`config.mk`:
```
export PLATFORM = sky130hd
export DESIGN_NAME = router_device_flat
export DESIGN_NICKNAME = d
export VERILOG_FILES = /design/src/rtl/router_pkg.sv /design/src/rtl/highway_if.sv /design/src/rtl/frame_slot_counter.sv /design/src/rtl/router_device.sv /design/src/flat_wrapper.sv
export SDC_FILE = /design/constraint.sdc
export NUM_CORES = 1
export LEC_CHECK = 0
export BUFFER_PORTS_ARGS = -buffer_cell sky130_fd_sc_hd__clkbuf_2
export CAP_MARGIN = 30
export CORE_UTILIZATION = 57
export CTS_CLUSTER_SIZE = 30
export DETAILED_ROUTE_END_ITERATION = 12
export PLACE_DENSITY = 0.79
export SYNTH_ARGS = -nofsm -noshare
export SYNTH_HDL_FRONTEND = slang
export SYNTH_SLANG_ARGS = --single-unit
```
`constraint.sdc`:
```
create_clock -name link_clock -period 3 [get_ports link_clock]
set_clock_uncertainty 0.1 [all_clocks]
set_input_delay 0 -clock link_clock [delete_from_list [all_inputs] [get_ports link_clock]]
set_output_delay 0 -clock link_clock [all_outputs]
set_load 0.01 [all_outputs]
```
`src/rtl/router_pkg.sv`:
```
// constants shared by the channel router device end and its highway controller
// Behaviour
// - highway runs only while highway_enable_n is 0
// - enabled highway: power status from config
// - clock and strobe idle until a slot enabled
// - tap bit clear copies downstream D
// - local bit clear takes upstream D from highway
// - strobe envelope and polarity, default B1 high
// - two-bit fields select B1, B2 sources
// - all ones subscriber; bit 1 clear highway
// - disabled slots leave data undriven
// - echo bit clear makes echo differ
// - controller waits 1.5 ms before local D
// - upstream D ones during takeover wait
// - controller restores echo bit when done
// - default setup passes D straight through
package router_pkg;
    // ==========
    // timing
    localparam int CLOCK_MHZ            = 50;
    localparam int TAKEOVER_WAIT_US     = 1500;
    localparam int TAKEOVER_WAIT_CYCLES = TAKEOVER_WAIT_US * CLOCK_MHZ;
    // ==========
    // device register indexes and reset values
    localparam logic [2:0] REG_STATUS      = 3'h0;
    localparam logic [2:0] REG_GENERAL_ONE = 3'h1;
    localparam logic [2:0] REG_GENERAL_TWO = 3'h2;
    localparam logic [2:0] REG_SOURCE      = 3'h3;
    localparam logic [2:0] REG_FLOW        = 3'h4;
    localparam logic [2:0] REG_STROBE      = 3'h5;
    localparam logic [7:0] GENERAL_ONE_RESET = 8'h00;
    localparam logic [7:0] GENERAL_TWO_RESET = 8'hff;
    localparam logic [7:0] SOURCE_RESET      = 8'hff;
    localparam logic [7:0] FLOW_RESET        = 8'hff;
    localparam logic [7:0] STROBE_RESET      = 8'h0f;
    // ==========
    // field positions
    localparam int PS_LO_BIT      = 1;
    localparam int PS_HI_BIT      = 2;
    localparam int HW_ENABLE_N    = 5;
    localparam int ECHO_FORCE_N   = 3;
    localparam int D_LOCAL_N      = 0;
    localparam int SLOT_EN_LO     = 2;
    localparam int B1_SLOT_N      = 5;
    localparam int B2_SLOT_N      = 6;
    localparam int D_TAP_N        = 7;
    localparam int B1_SRC_LO      = 0;
    localparam int B2_SRC_LO      = 2;
    localparam int STROBE_POL_BIT = 3;
    localparam logic [2:0] ENV_B1 = 3'h7;
    localparam logic [2:0] ENV_B2 = 3'h6;
    localparam logic [2:0] ENV_D  = 3'h5;
    // ==========
    // frame layout, one slot per bit
    localparam logic [4:0] B1_FIRST = 5'h00;
    localparam logic [4:0] B1_LAST  = 5'h07;
    localparam logic [4:0] B2_FIRST = 5'h08;
    localparam logic [4:0] B2_LAST  = 5'h0f;
    localparam logic [4:0] D_FIRST  = 5'h10;
    localparam logic [4:0] D_LAST   = 5'h11;
    localparam logic [4:0] SLOT_END = 5'h1f;
    // ==========
    // controller APB map
    localparam logic [11:0] APB_COMMAND  = 12'h000;
    localparam logic [11:0] APB_STATUS   = 12'h004;
    localparam logic [11:0] APB_TAKEOVER = 12'h008;
    localparam int CMD_WRITE_BIT = 12;
    localparam int CMD_INDEX_LO  = 8;

    function automatic logic in_slot(input logic [4:0] s, lo, hi);
        in_slot = (s >= lo) && (s <= hi);
    endfunction : in_slot
endpackage : router_pkg

```
`src/rtl/highway_if.sv`:
```
// highway and register-access signals between device end and controller end
`timescale 1ns/100ps
interface highway_if;
    // register access handshake, controller to device
    logic       reg_req_toggle;
    logic       reg_write;
    logic [2:0] reg_index;
    logic [7:0] reg_wdata;
    logic       reg_ack_toggle;
    logic [7:0] reg_rdata;
    // tdm highway
    logic       highway_data_out;
    logic       highway_data_out_oe;
    logic       highway_clock;
    logic       frame_strobe;
    logic       highway_data_in;
    // pulled-up data wire
    logic       highway_data_line;
    assign highway_data_line = highway_data_out_oe ? highway_data_out : 1'b1;

    modport device (
        input  reg_req_toggle, reg_write, reg_index, reg_wdata, highway_data_in,
        output reg_ack_toggle, reg_rdata, highway_data_out, highway_data_out_oe,
        output highway_clock, frame_strobe
    );
    modport controller (
        output reg_req_toggle, reg_write, reg_index, reg_wdata, highway_data_in,
        input  reg_ack_toggle, reg_rdata, highway_data_line, highway_clock,
        input  frame_strobe
    );
endinterface : highway_if

```
`src/rtl/frame_slot_counter.sv`:
```
// bit phase and slot position of the 32-slot frame
`timescale 1ns/100ps
module frame_slot_counter
    import router_pkg::*;
(
    // clock and reset
    input  wire logic       clock,
    input  wire logic       reset,
    // position
    output logic            phase_q,
    output logic [4:0]      slot_q,
    output logic            bit_end
);
    // each slot lasts two link clocks
    assign bit_end = phase_q;

    always_ff @(posedge clock or posedge reset)
    begin
        if (reset)
        begin
            phase_q <= 1'b0;
            slot_q  <= 5'h00;
        end
        else
        begin
            phase_q <= ~phase_q;
            if (bit_end)
                slot_q <= (slot_q == SLOT_END) ? 5'h00 : slot_q + 5'h01;
        end
    end
endmodule : frame_slot_counter

```
`src/rtl/router_device.sv`:
```
// device end: channel routing between line, subscriber and tdm highway
`timescale 1ns/100ps
module router_device
    import router_pkg::*;
(
    // link clock and reset
    input  wire logic       link_clock,
    input  wire logic       reset,
    // highway side
    highway_if.device       hw,
    // line interface, bit-serial: down bit aligned to slot_index, up bit two slots behind
    input  wire logic       line_down_bit,
    output logic            line_up_bit,
    // subscriber interface
    input  wire logic       sub_up_bit,
    output logic            sub_down_bit,
    output logic            sub_echo_bit,
    // frame timing for the user side
    output logic            bit_strobe,
    output logic [4:0]      slot_index,
    // power status
    input  wire logic [1:0] power_status_in,
    output logic [1:0]      power_status_outputs
);
    // ==========
    // registers
    logic [7:0] general_config_one_q, general_config_two_q, upstream_source_select_q;
    logic [7:0] highway_flow_enable_q, strobe_timing_config_q, rdata_q;
    logic       req_s1_q, req_s2_q, ack_q, phase_q, bit_end;
    logic [4:0] slot_q, hw_slot_q;
    logic       hw_data_q, hw_oe_q, hw_clk_q, strobe_q;
    logic       sub_prev_q, up_q, echo_q, down_q;
    logic [1:0] ps_q;

    frame_slot_counter slots (
        .clock   (link_clock),
        .reset   (reset),
        .phase_q (phase_q),
        .slot_q  (slot_q),
        .bit_end (bit_end)
    );

    // ==========
    // decode
    wire highway_enable_n  = general_config_two_q[HW_ENABLE_N];
    wire echo_force_n      = general_config_two_q[ECHO_FORCE_N];
    wire upstream_d_local_n = highway_flow_enable_q[D_LOCAL_N];
    wire downstream_d_tap_n = highway_flow_enable_q[D_TAP_N];
    wire highway_on        = ~highway_enable_n;
    wire slots_on = highway_on & ~(&highway_flow_enable_q[7:SLOT_EN_LO]);
    wire in_b1 = in_slot(slot_q, B1_FIRST, B1_LAST);
    wire in_b2 = in_slot(slot_q, B2_FIRST, B2_LAST);
    wire in_d  = in_slot(slot_q, D_FIRST, D_LAST);
    wire up_b1 = in_slot(hw_slot_q, B1_FIRST, B1_LAST);
    wire up_b2 = in_slot(hw_slot_q, B2_FIRST, B2_LAST);
    wire up_d  = in_slot(hw_slot_q, D_FIRST, D_LAST);
    // slot gating: only enabled slots drive the highway
    wire slot_driven = slots_on & ((in_b1 & ~highway_flow_enable_q[B1_SLOT_N])
                                 | (in_b2 & ~highway_flow_enable_q[B2_SLOT_N])
                                 | (in_d  & ~downstream_d_tap_n));
    // envelope from low field, polarity from bit 3
    wire [2:0] envelope = strobe_timing_config_q[2:0];
    wire in_envelope = (envelope == ENV_B1) ? in_b1 :
                       (envelope == ENV_B2) ? in_b2 :
                       (envelope == ENV_D)  ? in_d  : (slot_q == SLOT_END);
    wire strobe_level = strobe_timing_config_q[STROBE_POL_BIT] ? in_envelope
                                                               : ~in_envelope;
    wire strobe_idle = ~strobe_timing_config_q[STROBE_POL_BIT];

    // ==========
    // upstream selection
    // field 11 subscriber, bit 1 clear highway, 10 idle ones
    function automatic logic pick_b(input logic [1:0] field, input logic sub, input logic hwbit);
        if (!field[1])
            pick_b = hwbit;
        else if (!field[0])
            pick_b = 1'b1;
        else
            pick_b = sub;
    endfunction : pick_b

    wire b1_up = pick_b(upstream_source_select_q[B1_SRC_LO +: 2],
                        sub_prev_q, hw.highway_data_in);
    wire b2_up = pick_b(upstream_source_select_q[B2_SRC_LO +: 2],
                        sub_prev_q, hw.highway_data_in);
    // during takeover the line sees ones so a cut terminal frame aborts
    wire d_up = (!echo_force_n && upstream_d_local_n) ? 1'b1 :
                (!upstream_d_local_n) ? hw.highway_data_in : sub_prev_q;
    wire up_next = up_b1 ? b1_up : up_b2 ? b2_up : up_d ? d_up : 1'b1;
    wire echo_next = !up_d ? 1'b1 : !echo_force_n ? ~sub_prev_q : d_up;

    // ==========
    // register access from the controller
    wire req_seen = req_s2_q ^ ack_q;
    wire [7:0] status_word = {6'h00, slots_on, highway_on};
    // indexes 0..5 sit in order, one byte each
    wire [47:0] reg_file = {strobe_timing_config_q, highway_flow_enable_q,
                            upstream_source_select_q, general_config_two_q,
                            general_config_one_q, status_word};
    wire [7:0] read_word = (hw.reg_index > REG_STROBE) ? 8'h00
                                                       : reg_file[{hw.reg_index, 3'b000} +: 8];
    wire wr = req_seen & hw.reg_write;

    always_ff @(posedge link_clock or posedge reset)
    begin
        if (reset)
        begin
            req_s1_q <= 1'b0;
            req_s2_q <= 1'b0;
            ack_q    <= 1'b0;
            rdata_q  <= 8'h00;
        end
        else
        begin
            req_s1_q <= hw.reg_req_toggle;
            req_s2_q <= req_s1_q;
            if (req_seen)
            begin
                ack_q   <= ~ack_q;
                rdata_q <= hw.reg_write ? hw.reg_wdata : read_word;
            end
        end
    end

    always_ff @(posedge link_clock or posedge reset)
    begin
        if (reset)
        begin
            general_config_one_q     <= GENERAL_ONE_RESET;
            general_config_two_q     <= GENERAL_TWO_RESET;
            upstream_source_select_q <= SOURCE_RESET;
            highway_flow_enable_q    <= FLOW_RESET;
            strobe_timing_config_q   <= STROBE_RESET;
        end
        else if (wr)
        begin
            case (hw.reg_index)
                REG_GENERAL_ONE: general_config_one_q <= hw.reg_wdata;
                REG_GENERAL_TWO: general_config_two_q <= hw.reg_wdata;
                REG_SOURCE:      upstream_source_select_q <= hw.reg_wdata;
                REG_FLOW:        highway_flow_enable_q <= hw.reg_wdata;
                REG_STROBE:      strobe_timing_config_q <= hw.reg_wdata;
                default:         ;
            endcase
        end
    end

    // ==========
    // highway timing: highway slot n carries line slot n one bit later
    always_ff @(posedge link_clock or posedge reset)
    begin
        if (reset)
        begin
            hw_slot_q <= 5'h00;
            hw_data_q <= 1'b1;
            hw_oe_q   <= 1'b0;
            hw_clk_q  <= 1'b0;
            strobe_q  <= 1'b0;
        end
        else
        begin
            hw_clk_q <= slots_on & ~phase_q;
            if (bit_end)
            begin
                hw_slot_q <= slot_q;
                hw_data_q <= line_down_bit;
                hw_oe_q   <= slot_driven;
                strobe_q  <= slots_on ? strobe_level : strobe_idle;
            end
        end
    end

    // ==========
    // line and subscriber bits, updated once per slot
    always_ff @(posedge link_clock or posedge reset)
    begin
        if (reset)
        begin
            sub_prev_q <= 1'b1;
            up_q       <= 1'b1;
            echo_q     <= 1'b1;
            down_q     <= 1'b1;
            ps_q       <= 2'b00;
        end
        else
        begin
            // pins shared with highway: status from config
            ps_q <= highway_on ? general_config_one_q[PS_HI_BIT:PS_LO_BIT]
                               : power_status_in;
            if (bit_end)
            begin
                sub_prev_q <= sub_up_bit;
                up_q       <= up_next;
                echo_q     <= echo_next;
                down_q     <= line_down_bit;
            end
        end
    end

    // ==========
    // outputs
    assign hw.reg_ack_toggle      = ack_q;
    assign hw.reg_rdata           = rdata_q;
    assign hw.highway_data_out    = hw_data_q;
    assign hw.highway_data_out_oe = hw_oe_q & highway_on;
    assign hw.highway_clock       = hw_clk_q;
    assign hw.frame_strobe        = strobe_q;
    assign line_up_bit            = up_q;
    assign sub_down_bit           = down_q;
    assign sub_echo_bit           = echo_q;
    assign bit_strobe             = bit_end;
    assign slot_index             = slot_q;
    assign power_status_outputs   = ps_q;
endmodule : router_device

```
`src/flat_wrapper.sv`:
```
// flat-port wrapper written by rule: the top's interface ports become plain ports
module router_device_flat import router_pkg::*;
  (link_clock, reset, line_down_bit, line_up_bit, sub_up_bit, sub_down_bit, sub_echo_bit, bit_strobe, slot_index, power_status_in, power_status_outputs, hw_reg_req_toggle, hw_reg_write, hw_reg_index, hw_reg_wdata, hw_highway_data_in, hw_reg_ack_toggle, hw_reg_rdata, hw_highway_data_out, hw_highway_data_out_oe, hw_highway_clock, hw_frame_strobe);
  highway_if hw_i ();
  input  wire logic link_clock;
  input  wire logic reset;
  input  wire logic line_down_bit;
  output logic line_up_bit;
  input  wire logic sub_up_bit;
  output logic sub_down_bit;
  output logic sub_echo_bit;
  output logic bit_strobe;
  output logic [4:0] slot_index;
  input  wire logic [1:0] power_status_in;
  output logic [1:0] power_status_outputs;
  input wire logic [$bits(hw_i.reg_req_toggle)-1:0] hw_reg_req_toggle;
  input wire logic [$bits(hw_i.reg_write)-1:0] hw_reg_write;
  input wire logic [$bits(hw_i.reg_index)-1:0] hw_reg_index;
  input wire logic [$bits(hw_i.reg_wdata)-1:0] hw_reg_wdata;
  input wire logic [$bits(hw_i.highway_data_in)-1:0] hw_highway_data_in;
  output wire logic [$bits(hw_i.reg_ack_toggle)-1:0] hw_reg_ack_toggle;
  output wire logic [$bits(hw_i.reg_rdata)-1:0] hw_reg_rdata;
  output wire logic [$bits(hw_i.highway_data_out)-1:0] hw_highway_data_out;
  output wire logic [$bits(hw_i.highway_data_out_oe)-1:0] hw_highway_data_out_oe;
  output wire logic [$bits(hw_i.highway_clock)-1:0] hw_highway_clock;
  output wire logic [$bits(hw_i.frame_strobe)-1:0] hw_frame_strobe;
  assign hw_i.reg_req_toggle = hw_reg_req_toggle;
  assign hw_i.reg_write = hw_reg_write;
  assign hw_i.reg_index = hw_reg_index;
  assign hw_i.reg_wdata = hw_reg_wdata;
  assign hw_i.highway_data_in = hw_highway_data_in;
  assign hw_reg_ack_toggle = hw_i.reg_ack_toggle;
  assign hw_reg_rdata = hw_i.reg_rdata;
  assign hw_highway_data_out = hw_i.highway_data_out;
  assign hw_highway_data_out_oe = hw_i.highway_data_out_oe;
  assign hw_highway_clock = hw_i.highway_clock;
  assign hw_frame_strobe = hw_i.frame_strobe;
  router_device u_core (.link_clock(link_clock), .reset(reset), .hw(hw_i), .line_down_bit(line_down_bit), .line_up_bit(line_up_bit), .sub_up_bit(sub_up_bit), .sub_down_bit(sub_down_bit), .sub_echo_bit(sub_echo_bit), .bit_strobe(bit_strobe), .slot_index(slot_index), .power_status_in(power_status_in), .power_status_outputs(power_status_outputs));
endmodule
```
==> results by stage <==
Floorplan:
- The area of the die is ~6300 µm².
- The number of placement rows is 27.
- Measured along the y axis, the die boundary spans around 80 µm.
- The number of placed I/O pins is 44.
- The standard cell core area is between 5000 and 6000 µm².
- The initial standard-cell utilization of the core is 0.6090.
- In this run the horizontal extent of the chip is between 70 and 80 µm.

Detailed routing:
- In the routed layout, each cell is associated on average with a via count of 5.783.
- The number of remaining DRC errors is 0.
- Summed over all layers, the routed wires come to about 7000 µm.
- After detailed routing, the average wire length per cell comes to between 15 and 20 µm.
- The number of iterations in the first detailed-routing pass is 4.
- After the first detailed-routing iteration, the DRC count stood at 170.
- In this run the remaining antenna-violating nets after routing total 0.
- The routed layout has 2394 vias.

Synth:
- After synthesis, the netlist uses 41 different library cells.
- Of the synthesized area, sequential elements account for 0.5215.
- The number of nets in the synthesized netlist is slightly above 300.
- In the synthesized netlist the dominant register cell turns out to be sky130_fd_sc_hd__dfrtp_1.
- For this run, asynchronously set or reset flops after synthesis account for 1.000.
- The synthesized design contains 70 register bits.
- The count of mapped cells out of synthesis is between 200 and 300.
- In this run, synthesis inferred 0 flip-flops with an integrated enable.
- The synthesized netlist occupies a cell area of about 3400 µm².
- The synthesized area per cell is between 10 and 15 µm².
- For this run, the number of Yosys warnings is 0.

Power and ir drop:
- IR analysis of the VDD net gives a maximum drop of 0.0005512 V.
- The power after layout is between 2 and 3 mW.
- In this run the static leakage power is roughly 1.8 nW.
- Dividing total power by cell area gives a power density of 643.0 nW/µm².

Placed design:
- The congestion estimate from routability-driven global placement came to about 0.83.
- Detailed placement finished with a half-perimeter wire length of about 4800 µm.
- In this run the cell area measured after placement is ~3700 µm².
- During placement, the flow inserted port buffers numbering between 40 and 50.

Worst setup path:
- The largest stage delay on the critical path is 480 ps.
- The setup path with the least slack is of type reg -> reg.
- The register-to-register setup slack is roughly 570 ps.
- Data on the critical path arrives at its endpoint at approximately 2600 ps.
- In this run the worst path has a maximum fanout of 9.
- The kind of launch point of the worst setup path is a flip-flop.
- The slowest stage of the critical path belongs to the cell sky130_fd_sc_hd__dfrtp_1.
- The critical path contains buffers and inverters numbering 0 combined.
- The required time of the critical path is between 3000 and 4000 ps.
- The worst setup path is captured at a flip-flop.
- The most numerous cell type found on the critical path is sky130_fd_sc_hd__ha_1.
- The family with the most delay on the worst path is multiplexers.
- The critical path goes through ha_1 -> and3_1 -> ha_1 -> mux2_2 -> a211oi_1 -> a2111oi_2 -> xnor2_1 -> mux2_4.

Finish:
- Compared with the post-synthesis result, the final layout area differs by 16.93%.
- The library cell used most frequently in the layout, excluding fill and tap cells, is sky130_fd_sc_hd__mux2_2.
- The utilization after layout is 0.7121.
- After routing the design area is about 4000 µm².
- The fraction of layout instances using a drive strength above 1 is 0.4591.
- The repair_antennas step left the layout with diodes totalling 0.
- The number of nets in the finished design is approximately 360.
- In the layout the commonest cells are sky130_fd_sc_hd__mux2_2 (48), sky130_fd_sc_hd__clkbuf_2 (43), sky130_fd_sc_hd__dfrtp_1 (38).

Clock network:
- The post-cts gate resize count is 0.
- The total clock sinks is 70.
- The number of buffers inserted during clock tree synthesis is 9.
- The H-tree depth reported by CTS is 3.
- The number of buffers inserted by post-CTS setup repair is 0.
- The post-CTS clock slew at the launch and capture registers of the worst setup and hold paths is 70 ps.
- The clock insertion delay at the later pin of the skew report is roughly 350 ps.
- The number of buffers on the longest clock path is 2.
- The TritonCTS clock tree is built.
- In this run the clock root is driven by a sky130_fd_sc_hd__clkbuf_8.

Global route:
- The overall track demand over capacity in global routing is 0.2509.
- The via count of the first global-routing pass is around 2500.
- The leftover overflow at the end of global routing is 0.
- The first global-routing pass estimated approximately 12000 µm of wire.
- The maximum number of pins on one net before global-route repair is 47.
- The number of antenna violations at the first check in global routing is 0.

STA:
- Setup repair after global routing left no endpoint under its margin.
- The share of the cycle needed by the critical path after routing is 0.8086.
- The worst relative slew slack is 0.5882.
- For the final routed database, the setup TNS stands at 0 ps.
- For the finished layout, the period the worst path requires is between 2000 and 2500 ps.
- Setup violations remaining at the end of the flow were counted as 0.
- Based on the critical path, the design can be clocked at up to between 0.4 and 0.5 GHz.
- The number of hold-slack violations in the final timing report came to 0.
- The max-slew violation total from the final report is 0.
- The transition time at the pin with the least slew margin is between 600 and 700 ps.

Flow run:
- Max-cap violations in this run came to 0.

Status:
- The run finished with clean final reports.

Min path:
- In this run the worst hold path is classified as in -> reg.
## through the flow
step / hold slack, ps / worst slack [ps] / cells
floorplan: -68.57 / 717.5 / 281
global placement: -36.52 / 685.5 / 384
detailed placement: -39.02 / 590.8 / 384
CTS: 6.321 / 585.0 / 414
global route: 37.65 / 487.6 / 414
finish: 9.576 / 574.2 / 414
## cells by family (layout without fill, tap and decap cells)
logic type                 after synthesis  in the layout  synth area share
DFF                                     70             70            0.5215
muxes                                   68             68            0.2287
AOI/OAI and AO/OA                       57             57            0.1027
and+or+nand+nor                         53             53           0.08740
buffers and inverters                   26             87           0.03423
adders and majority gates                5              5           0.01821
xor gates and xnor gates                 2              2          0.007285
## layout make-up
type | count | area, µm²
Clock buffer | 12 | 135.1
Clock inverter | 4 | 47.55
Fill cell | 425 | 1624
Inverter | 9 | 33.78
Multi-Input combinational cell | 185 | 1526
Sequential cell | 70 | 1792
Tap cell | 72 | 90.09
Timing Repair Buffer | 62 | 392.9
## state kept, by name, summed over array words and instances (netlist names), 2 cells and up
name and flops:
u_core.general_config_one_q 8, u_core.general_config_two_q 8, u_core.highway_flow_enable_q 8, u_core.hw.reg_rdata 8, u_core.hw_slot_q 4, u_core.power_status_outputs 2, u_core.slots.slot_q 5, u_core.strobe_timing_config_q 8
u_core.upstream_source_select_q 8
## final timing paths
path / from / to / depth (start not counted)
worst max-delay path: u_core.slots.slot_q[0] / u_core.hw.frame_strobe / 8
max in group asynchronous: reset / u_core.upstream_source_select_q[3] / 4
min in group asynchronous: reset / u_core.hw.reg_ack_toggle / 4
worst min-delay path: hw_highway_data_in / u_core.line_up_bit / 4
worst max register to register: u_core.slots.slot_q[0] / u_core.hw.frame_strobe / 8
worst min register to register: u_core.req_s1_q / u_core.req_s2_q / 0
## Yosys cell counts, types with 3 or more instances
master                      n  area (µm²)
sky130_fd_sc_hd__a211oi_1   4       30.03
sky130_fd_sc_hd__buf_2      4       20.02
sky130_fd_sc_hd__o22ai_1   10       62.56
sky130_fd_sc_hd__mux2_2    48       540.5
sky130_fd_sc_hd__and3_1     4       25.02
sky130_fd_sc_hd__dfstp_2   32       840.8
sky130_fd_sc_hd__nand3b_1   3       22.52
sky130_fd_sc_hd__nand2_1    8       30.03
sky130_fd_sc_hd__dfrtp_1   38       950.9
sky130_fd_sc_hd__a22oi_1    7       52.55
sky130_fd_sc_hd__ha_1       5       62.56
sky130_fd_sc_hd__o21ai_0   16       80.08
sky130_fd_sc_hd__a21oi_1   12       60.06
sky130_fd_sc_hd__nor2b_1    3       18.77
sky130_fd_sc_hd__nor2_1    18       67.56
sky130_fd_sc_hd__mux2i_1   11       110.1
sky130_fd_sc_hd__inv_1      9       33.78
sky130_fd_sc_hd__mux2_4     9       135.1
sky130_fd_sc_hd__clkbuf_1  10       37.54
## worst reg2reg max path: cells and delay by family (launching register included)
family | cells | cell delay [ps]
mux | 2 | 540
flops | 1 | 480
simple gates | 1 | 220
compound gates | 2 | 360
fa+ha+maj | 2 | 470
xor+xnor | 1 | 150
## layer usage
metal,wire length (µm),GRT usage,share of wire,vias to the layer above
met4,164,0.1127,0.023,0
met5,0,0,0,-
li1,-,-,-,1125
met1,3273,0.3225,0.46,1203
met2,3448,0.4000,0.48,50
met3,240,0.06171,0.034,16
## power breakdown
part | switching [mW] | internal (mW)
combinational | 0.216 | 0.290
sequential | 0.142 | 1.21
clock | 0.345 | 0.382
## repair_timing
item,in CTS,in global routing
hold buffers,14,0
hold endpoints to repair,94,0
setup endpoints to repair,0,0
No activity file was read; power rests on OpenSTA's default activity.
